[config.mk]
export PLATFORM = sky130hd
export DESIGN_NAME = wdr_watchdog
export DESIGN_NICKNAME = d
export VERILOG_FILES = /design/src/shared/wdr_pkg.sv /design/src/rtl/wdr_watchdog.sv
export VERILOG_INCLUDE_DIRS = /design/src /design/src/shared
export SDC_FILE = /design/constraint.sdc
export NUM_CORES = 1
export LEC_CHECK = 0
export ABC_AREA = 1
export BUFFER_PORTS_ARGS = -buffer_cell sky130_fd_sc_hd__buf_4
export CAP_MARGIN = 20
export CORE_MARGIN = 3
export CORE_UTILIZATION = 58
export CTS_BUF_LIST = sky130_fd_sc_hd__clkbuf_4 sky130_fd_sc_hd__clkbuf_8
export DETAILED_ROUTE_END_ITERATION = 6
export HOLD_SLACK_MARGIN = 0.15
export PLACE_DENSITY_LB_ADDON = 0.3
export RECOVER_POWER = 25
export SYNTH_ARGS = -nofsm -noshare
export SYNTH_HDL_FRONTEND = slang
export SYNTH_SLANG_ARGS = --single-unit
[constraint.sdc]
create_clock -name mclk -period 5.7 [get_ports mclk]
set_input_delay 0.855 -clock mclk [delete_from_list [all_inputs] [get_ports mclk]]
set_output_delay 0.855 -clock mclk [all_outputs]
set_load 0.05 [all_outputs]
[src/shared/wdr_consts.svh]
// Purpose: Constants for the watchdog and reset-flag block
// Assumes: 8-bit register port, 40 MHz mclk
// Notes:   Offsets are register indices on the plain register port
`ifndef WDR_CONSTS_SVH
`define WDR_CONSTS_SVH

`define WDR_OFF_CTRL       4'h0
`define WDR_OFF_FLAGS      4'h1
`define WDR_OFF_STATUS     4'h2
`define WDR_OFF_IRQ_STAT   4'h3
`define WDR_OFF_IRQ_MASK   4'h4

`define WDR_CTRL_RESET     8'h53
`define WDR_KEY_A          5'h0A
`define WDR_KEY_B          5'h15
`define WDR_KEY_MSB        7
`define WDR_KEY_LSB        3
`define WDR_PER_MSB        2
`define WDR_PER_LSB        0

`define WDR_FLAG_SOFT_BIT  0
`define WDR_FLAG_LV_BIT    2

`define WDR_IRQ_TIMEOUT    0
`define WDR_IRQ_SOFT       1
`define WDR_IRQ_LV         2

`define WDR_CLK_HZ         40000000
`define WDR_LSC_HZ         32000
`define WDR_LSC_DIV        (`WDR_CLK_HZ / `WDR_LSC_HZ)
`define WDR_SRESET_US      1000
`define WDR_SRESET_CYC     ((`WDR_SRESET_US * (`WDR_CLK_HZ / 1000000)))
`define WDR_LVQ_US         120
`define WDR_LVQ_CYC        ((`WDR_LVQ_US * (`WDR_CLK_HZ / 1000000)))
`define WDR_RST_PULSE_CYC  4

`endif

[src/shared/wdr_pkg.sv]
// Purpose: Types for the watchdog and reset-flag block
// Assumes: Constants come from wdr_consts.svh
// Notes:   Register bus carried as packed structs
package wdr_pkg;

  typedef struct packed {
    logic       wr;
    logic       rd;
    logic [3:0] addr;
    logic [7:0] wdata;
  } wdr_bus_req_t;

  typedef struct packed {
    logic clear_watchdog_instruction;
    logic halt;
    logic low_power;
  } wdr_core_t;

  typedef enum logic [1:0] {
    WDR_RUN,
    WDR_SOFT_WAIT,
    WDR_RESET_OUT
  } wdr_state_t;

endpackage : wdr_pkg

[src/rtl/wdr_watchdog.sv]
// Purpose: Watchdog timer with keyed control and reset-cause flags
// Assumes: Core strobes on mclk; low_supply_n is an asynchronous pin
// Notes:   Low-speed clock is an enable pulse divided from mclk
`timescale 1ns/1ps
`include "wdr_consts.svh"

// How it works
// - Watchdog counts only low-speed oscillator ticks, about 32 kHz.
// - Period field selects 2^8,10,12,14,15,16,17,18 low-speed cycles.
// - Watchdog enabled only while key field holds 01010 or 10101.
// - Any other key value resets device after fixed soft-reset delay.
// - Control register powers up with key 01010, period 011.
// - Key reset sets flag bit 0; only software zero write clears.
// - Qualified low-voltage reset sets flag bit 2; software clears only.
// - Flag register bits 7..3 and 1 read zero.
// - Normal-mode overflow causes full reset and sets timeout flag.
// - Low-power overflow sets timeout and power-down, resets only PC and SP.
// - Counter cleared by key reset, clear instruction, or halt.
// - Low-voltage reset active in fast/slow, disabled in sleep/idle.
// - Low supply acts only after persisting past qualification time.
// - Power-on reset sets program counter to zero.
// - Halt sets power-down, clears timeout; clear instruction clears power-down.
// - Power-on clears both flags; low-voltage reset leaves them unchanged.
module wdr_watchdog #(
  parameter int unsigned SRESET_CYC = `WDR_SRESET_CYC,
  parameter int unsigned LVQ_CYC    = `WDR_LVQ_CYC,
  parameter int unsigned LSC_DIV    = `WDR_LSC_DIV
) (
  // Clock and power-on reset
  input  wire logic                 mclk,
  input  wire logic                 reset,
  // Register port
  input  wire wdr_pkg::wdr_bus_req_t bus_req,
  output logic [7:0]                rdata,
  // Core events
  input  wire wdr_pkg::wdr_core_t   core,
  // Supply monitor pin
  input  wire logic                 low_supply_n,
  // Reset, status flag and interrupt outputs
  output logic                      sys_reset,
  output logic                      pc_sp_reset,
  output logic                      timeout_status_flag,
  output logic                      power_down_flag,
  output logic                      irq
);
  import wdr_pkg::*;

  ////////////////////////////////////////////////////////////////////////////
  // Helpers

  function automatic logic [4:0] period_log2(input logic [2:0] sel);
    case (sel)
      3'h0:    period_log2 = 5'h08;
      3'h1:    period_log2 = 5'h0A;
      3'h2:    period_log2 = 5'h0C;
      3'h3:    period_log2 = 5'h0E;
      3'h4:    period_log2 = 5'h0F;
      3'h5:    period_log2 = 5'h10;
      3'h6:    period_log2 = 5'h11;
      default: period_log2 = 5'h12;
    endcase
  endfunction : period_log2

  function automatic logic key_ok(input logic [4:0] key);
    key_ok = (key == `WDR_KEY_A) || (key == `WDR_KEY_B);
  endfunction : key_ok

  ////////////////////////////////////////////////////////////////////////////
  // Registers and signals

  logic [7:0]  ctrl_q;
  logic        soft_flag_q;
  logic        lv_flag_q;
  logic [2:0]  irq_stat_q;
  logic [2:0]  irq_mask_q;
  logic [15:0] div_q;
  logic        tick_q;
  logic [18:0] wdt_cnt_q;
  logic [31:0] sreset_cnt_q;
  logic [31:0] lvq_cnt_q;
  logic [2:0]  pulse_cnt_q;
  logic        ls_meta_q;
  logic        ls_sync_q;
  wdr_state_t  state_q;
  logic        full_pulse_q;

  logic        wr_ctrl;
  logic        wr_flags;
  logic        key_valid;
  logic        overflow;
  logic        soft_fire;
  logic        lv_fire;
  logic        full_reset;
  logic        wd_norm_fire;
  logic        wd_lp_fire;
  logic [2:0]  events;

  assign wr_ctrl   = bus_req.wr && (bus_req.addr == `WDR_OFF_CTRL);
  assign wr_flags  = bus_req.wr && (bus_req.addr == `WDR_OFF_FLAGS);
  assign key_valid = key_ok(ctrl_q[`WDR_KEY_MSB:`WDR_KEY_LSB]);
  // Single-bit test: bit n of the 19-bit count set means 2^n reached
  assign overflow  = key_valid && (wdt_cnt_q[period_log2(ctrl_q[2:0])] == 1'b1);
  assign soft_fire = (state_q == WDR_SOFT_WAIT) && (sreset_cnt_q >= SRESET_CYC - 1);
  // Low-supply detect masked in sleep/idle
  assign lv_fire   = !core.low_power && (lvq_cnt_q >= LVQ_CYC);
  assign wd_norm_fire = overflow && !core.low_power;
  assign wd_lp_fire   = overflow && core.low_power;
  assign full_reset   = soft_fire || lv_fire || wd_norm_fire;
  assign events = {lv_fire, soft_fire, overflow};

  ////////////////////////////////////////////////////////////////////////////
  // Low-speed tick: enable pulse at about 32 kHz

  always_ff @(posedge mclk or posedge reset) begin
    if (reset) begin
      div_q  <= 16'h0000;
      tick_q <= 1'b0;
    end else if (div_q == 16'(LSC_DIV - 1)) begin
      div_q  <= 16'h0000;
      tick_q <= 1'b1;
    end else begin
      div_q  <= div_q + 16'h0001;
      tick_q <= 1'b0;
    end
  end

  ////////////////////////////////////////////////////////////////////////////
  // Watchdog counter

  always_ff @(posedge mclk or posedge reset) begin
    if (reset) begin
      wdt_cnt_q <= 19'h00000;
    end else if (full_reset || overflow || core.clear_watchdog_instruction || core.halt
                 || state_q != WDR_RUN) begin
      wdt_cnt_q <= 19'h00000;
    end else if (tick_q && key_valid) begin
      wdt_cnt_q <= wdt_cnt_q + 19'h00001;
    end
  end

  ////////////////////////////////////////////////////////////////////////////
  // Control register; reloads on any full reset

  always_ff @(posedge mclk or posedge reset) begin
    if (reset) begin
      ctrl_q <= `WDR_CTRL_RESET;
    end else if (full_reset) begin
      ctrl_q <= `WDR_CTRL_RESET;
    end else if (wr_ctrl) begin
      ctrl_q <= bus_req.wdata;
    end
  end

  ////////////////////////////////////////////////////////////////////////////
  // Key-fault sequencer and reset pulse

  always_ff @(posedge mclk or posedge reset) begin
    if (reset) begin
      state_q      <= WDR_RUN;
      sreset_cnt_q <= 32'h00000000;
      pulse_cnt_q  <= 3'h0;
      full_pulse_q <= 1'b0;
    end else begin
      case (state_q)
        WDR_RUN: begin
          sreset_cnt_q <= 32'h00000000;
          if (lv_fire || wd_norm_fire) begin
            state_q     <= WDR_RESET_OUT;
            pulse_cnt_q <= 3'h0;
          end else if (!key_valid) begin
            state_q <= WDR_SOFT_WAIT;
          end
        end
        WDR_SOFT_WAIT: begin
          sreset_cnt_q <= sreset_cnt_q + 32'h00000001;
          if (full_reset) begin
            state_q     <= WDR_RESET_OUT;
            pulse_cnt_q <= 3'h0;
          end
        end
        WDR_RESET_OUT: begin
          pulse_cnt_q <= pulse_cnt_q + 3'h1;
          if (pulse_cnt_q == 3'(`WDR_RST_PULSE_CYC - 1)) begin
            state_q <= WDR_RUN;
          end
        end
        default: state_q <= WDR_RUN;
      endcase
      full_pulse_q <= full_reset;
    end
  end

  // Reset held for a fixed width so downstream logic sees it
  always_ff @(posedge mclk or posedge reset) begin
    if (reset) begin
      sys_reset   <= 1'b1;
      pc_sp_reset <= 1'b1;
    end else begin
      sys_reset   <= full_reset || (state_q == WDR_RESET_OUT);
      pc_sp_reset <= full_reset || (state_q == WDR_RESET_OUT) || wd_lp_fire;
    end
  end

  ////////////////////////////////////////////////////////////////////////////
  // Low-supply synchroniser and qualification

  always_ff @(posedge mclk or posedge reset) begin
    if (reset) begin
      ls_meta_q <= 1'b0;
      ls_sync_q <= 1'b0;
    end else begin
      ls_meta_q <= !low_supply_n;
      ls_sync_q <= ls_meta_q;
    end
  end

  // Short dips restart the count and never fire
  always_ff @(posedge mclk or posedge reset) begin
    if (reset) begin
      lvq_cnt_q <= 32'h00000000;
    end else if (!ls_sync_q || core.low_power || lv_fire) begin
      lvq_cnt_q <= 32'h00000000;
    end else begin
      lvq_cnt_q <= lvq_cnt_q + 32'h00000001;
    end
  end

  ////////////////////////////////////////////////////////////////////////////
  // Reset-cause flags: hardware set wins over software clear

  always_ff @(posedge mclk or posedge reset) begin
    if (reset) begin
      soft_flag_q <= 1'b0;
      lv_flag_q   <= 1'b0;
    end else begin
      if (soft_fire) begin
        soft_flag_q <= 1'b1;
      end else if (wr_flags && !bus_req.wdata[`WDR_FLAG_SOFT_BIT]) begin
        soft_flag_q <= 1'b0;
      end
      if (lv_fire) begin
        lv_flag_q <= 1'b1;
      end else if (wr_flags && !bus_req.wdata[`WDR_FLAG_LV_BIT]) begin
        lv_flag_q <= 1'b0;
      end
    end
  end

  ////////////////////////////////////////////////////////////////////////////
  // Timeout and power-down status

  always_ff @(posedge mclk or posedge reset) begin
    if (reset) begin
      timeout_status_flag <= 1'b0;
      power_down_flag     <= 1'b0;
    end else if (overflow) begin
      timeout_status_flag <= 1'b1;
      if (core.low_power) begin
        power_down_flag <= 1'b1;
      end
    end else if (core.halt) begin
      timeout_status_flag <= 1'b0;
      power_down_flag     <= 1'b1;
    end else if (core.clear_watchdog_instruction) begin
      power_down_flag <= 1'b0;
    end
  end

  ////////////////////////////////////////////////////////////////////////////
  // Interrupt status and mask

  always_ff @(posedge mclk or posedge reset) begin
    if (reset) begin
      irq_stat_q <= 3'h0;
      irq_mask_q <= 3'h0;
    end else begin
      if (bus_req.wr && bus_req.addr == `WDR_OFF_IRQ_MASK) begin
        irq_mask_q <= bus_req.wdata[2:0];
      end
      if (bus_req.wr && bus_req.addr == `WDR_OFF_IRQ_STAT) begin
        irq_stat_q <= (irq_stat_q & ~bus_req.wdata[2:0]) | events;
      end else begin
        irq_stat_q <= irq_stat_q | events;
      end
    end
  end

  always_ff @(posedge mclk or posedge reset) begin
    if (reset) begin
      irq <= 1'b0;
    end else begin
      irq <= |(irq_stat_q & irq_mask_q);
    end
  end

  ////////////////////////////////////////////////////////////////////////////
  // Read data, one cycle after the strobe

  always_ff @(posedge mclk or posedge reset) begin
    if (reset) begin
      rdata <= 8'h00;
    end else if (bus_req.rd) begin
      case (bus_req.addr)
        `WDR_OFF_CTRL:     rdata <= ctrl_q;
        `WDR_OFF_FLAGS:    rdata <= {5'h00, lv_flag_q, 1'b0, soft_flag_q};
        `WDR_OFF_STATUS:   rdata <= {4'h0, key_valid, state_q != WDR_RUN,
                                     power_down_flag, timeout_status_flag};
        `WDR_OFF_IRQ_STAT: rdata <= {5'h00, irq_stat_q};
        `WDR_OFF_IRQ_MASK: rdata <= {5'h00, irq_mask_q};
        default:           rdata <= 8'h00;
      endcase
    end else begin
      rdata <= 8'h00;
    end
  end

endmodule : wdr_watchdog

==> metrics.md <==
| Metric | Value |
|---|---|
| Status | `finished, violations left` |
| Failing checks | `capacitance limit, slew limit` |
| Synth top area cells | `dfrtp_1 48%, nand2_1 8.8%, inv_1 6.3%` |
| Initial antenna violation count | `0` |
| Final core utilization | `68.7%` |
| Power Total | `2.18 mW` |
| Row count | `38` |
| Area growth, synth to finish | `13.1%` |
| Core ar. | `0.0111 sq mm` |
| Clock Pin Slew Worst Setup and Hold Paths | `0.07 ns` |
| DR WL/cell | `13.3 um` |
| Post-Syn Area | `0.00676 sq mm` |
| Crit-path max FO | `54` |
| Gp weighted congestion | `0.945` |
| Starting DRT DRC Count | `429` |
| Crit path cell chain | `clkbuf_4 -> clkinvlp_2 -> buf_16 -> buf_4` |
| # setup viols final | `0` |
| Post-Route WL | `13,900 um` |
| CTS sink count | `136` |
| Vias in the first global route | `5,462` |
| NumNets Final | `920` |
| Ys Warns | `0` |
| Worst Path Arrival | `2.87 ns` |
| Num CTS Buffers | `17` |
| Crit start category | `input port` |
| # Post-CTS Setup Buffers | `0` |
| Vias | `5,588` |
| Synth async-reset ratio | `100%` |
| Fin. Hold Viols | `0` |
| Max Cap Viol | `1` |
| Post-DP HPWL | `10,000 um` |
| Share of layout cells above drive strength 1 | `11.4%` |
| Max_slew headroom | `-11.5%` |
| Synth Flop Type | `dfrtp_1` |
| Fmax | `425 MHz` |
| Gate Count Post-Synth | `832` |
| Worst Path Buf+Inv | `4` |
| Critical path endpoint category | `async pin` |
| Number of synthesized flops with an enable pin | `0` |
| CP peak stage delay | `0.96 ns` |
| Hold-fix buffers, CTS | `0` |
| CTS resizes | `0` |
| Fin crit period | `2.35 ns` |
| H-tree depth | `4` |
| First-pass GRT wire length | `24,400 um` |
| Via-to-Cell Ratio | `5.35` |
| Max Root-Sink Buffers | `2` |
| Tcrit/Tclk final | `41.3%` |
| Power Density | `284 mW/mm^2` |
| Fill cell count | `881` |
| Critical path's top delay family | `buffers and inverters` |
| N_diodes | `0` |
| Crit-path slowest cell | `clkinvlp_2` |
| Initial Util | `60.8%` |
| CTS tree | `done` |
| Area post-placement | `0.00720 sq mm` |
| Post-synthesis sequential area ratio | `50.4%` |
| # IOs | `33` |
| Largest net degree at the start of global routing | `84` |
| Share of the synthesized area in the top cell type | `48.1%` |
| Hold WC Path Type | `flop to flop` |
| CP Data Required Time | `6.22 ns` |
| Number of synthesized register bits | `136` |
| Worst-Skew Late Latency | `0.45 ns` |
| RSZ-0062 raised after global routing | `false` |
| Max-slew violations | `38` |
| Most frequent cells in the layout | `158 x nand2_1, 130 x dfrtp_1, 113 x inv_1, 113 x nor2_1, 65 x nand3_1` |
| Post-route ant nets | `0` |
| VDD IR max | `0.201 mV` |
| Commonest non-fill, non-tap cell in the layout | `nand2_1` |
| Total GRT Usage | `23.1%` |
| Remaining DRCs | `0` |
| DRT Pass-1 Iters | `5` |
| Die area | `0.0130 sq mm` |
| Yosys cell types | `43` |
| LEAKAGE | `3.51 nW` |
| Slew @ Worst Pin | `1.66 ns` |
| Leading area contributor after synthesis | `dfrtp_1` |
| Kind of critical path | `input port to async pin` |
| Finished Cell Area | `0.00765 sq mm` |
| Setup_tns | `0 ns` |
| DIE HEIGHT | `114 um` |
| Mean Syn Cell Area | `8.13 sq um` |
| Root Driver | `clkbuf_8` |
| Grt ovf | `0` |
| Port Buffers | `32` |
| Clk_skew | `0.0143 ns` |
| Die width | `114 um` |
worst paths after layout:
kind | from | endpoint | slack, ns | depth (start not counted)
min reg2reg | ls_meta_q$_DFF_PP0_ | ls_sync_q$_DFF_PP0_ | 0.35 | 0
min in group asynchronous | reset | sreset_cnt_q[13]$_DFFE_PP0P_ | 0.81 | 2
min | ls_meta_q$_DFF_PP0_ | ls_sync_q$_DFF_PP0_ | 0.35 | 0
max reg2reg | ctrl_q[4]$_DFFE_PP1P_ | wdt_cnt_q[14]$_DFFE_PP0P_ | 3.49 | 9
max | reset | lvq_cnt_q[4]$_DFF_PP0_ | 3.35 | 4
max in group mclk | ctrl_q[4]$_DFFE_PP1P_ | wdt_cnt_q[14]$_DFFE_PP0P_ | 3.49 | 9
layer usage:
layer,share of wire [%],up-vias,routed length [um],track usage [%]
li1,-,2800,-,-
met1,46,2620,6400,30.5
met2,48,145,6700,38.0
met4,1.9,0,262,9.11
met5,0,-,0,0
met3,4.2,23,591,4.35
registers in the layout, summed over array words and instances (netlist names), 2 cells and up:
signal / count
ctrl_q: 8
div_q: 16
irq_mask_q: 3
irq_stat_q: 3
lvq_cnt_q: 32
pulse_cnt_q: 3
rdata: 8
sreset_cnt_q: 32
state_q: 2
wdt_cnt_q: 19
stage by stage:
step	cells	setup WS (ns)	hold WS [ns]
2_1_floorplan	850	1.22	0.331
3_3_place_gp	1012	3.26	0.338
3_5_place_dp	1012	3.17	0.345
4_1_cts	1044	3.51	0.352
5_1_grt	1045	2.99	0.363
6_report	1045	3.35	0.351
where the power goes:
group | internal [mW] | switching, mW | total, mW
logic | 0.0861 | 0.199 | 0.285
registers | 1.01 | 0.0407 | 1.06
clock network | 0.465 | 0.371 | 0.836
synthesized netlist by cell type (3+ instances only):
library cell	number
nor4_1	7
ha_1	8
nor3b_1	6
nand3_1	65
dfrtp_1	130
o21bai_1	3
dfstp_2	6
nor2_4	6
nand2_1	158
or2_2	8
a31oi_1	3
xnor2_1	3
xor2_1	19
nor2_2	6
a211oi_1	5
o21ai_0	41
nor2_1	113
and2_1	3
inv_1	114
nor3_1	37
nand3_2	3
a21oi_1	27
clkbuf_1	9
o22ai_1	5
nand4_1	26
nand3b_1	4
logic make-up after synthesis:
kind of cell	share of synthesized area (%)
and+or+nand+nor	30.4
DFF	50.4
other	0.0554
AOI/OAI and AO/OA	7.27
buffers and inverters	7.42
xor gates and xnor gates	2.85
adders and majority gates	1.48
muxes	0.148
final cells by class:
cell class	instances	area, sq um	area share (%)
sequential	136	3410	44.6
multi-input combinational	586	2920	38.2
inverter	116	439	5.74
timing repair buffer	35	283	3.70
clock buffer	21	277	3.62
tap	140	175	2.29
clock inverter	11	145	1.90
Power figures use the tool's default switching activity.
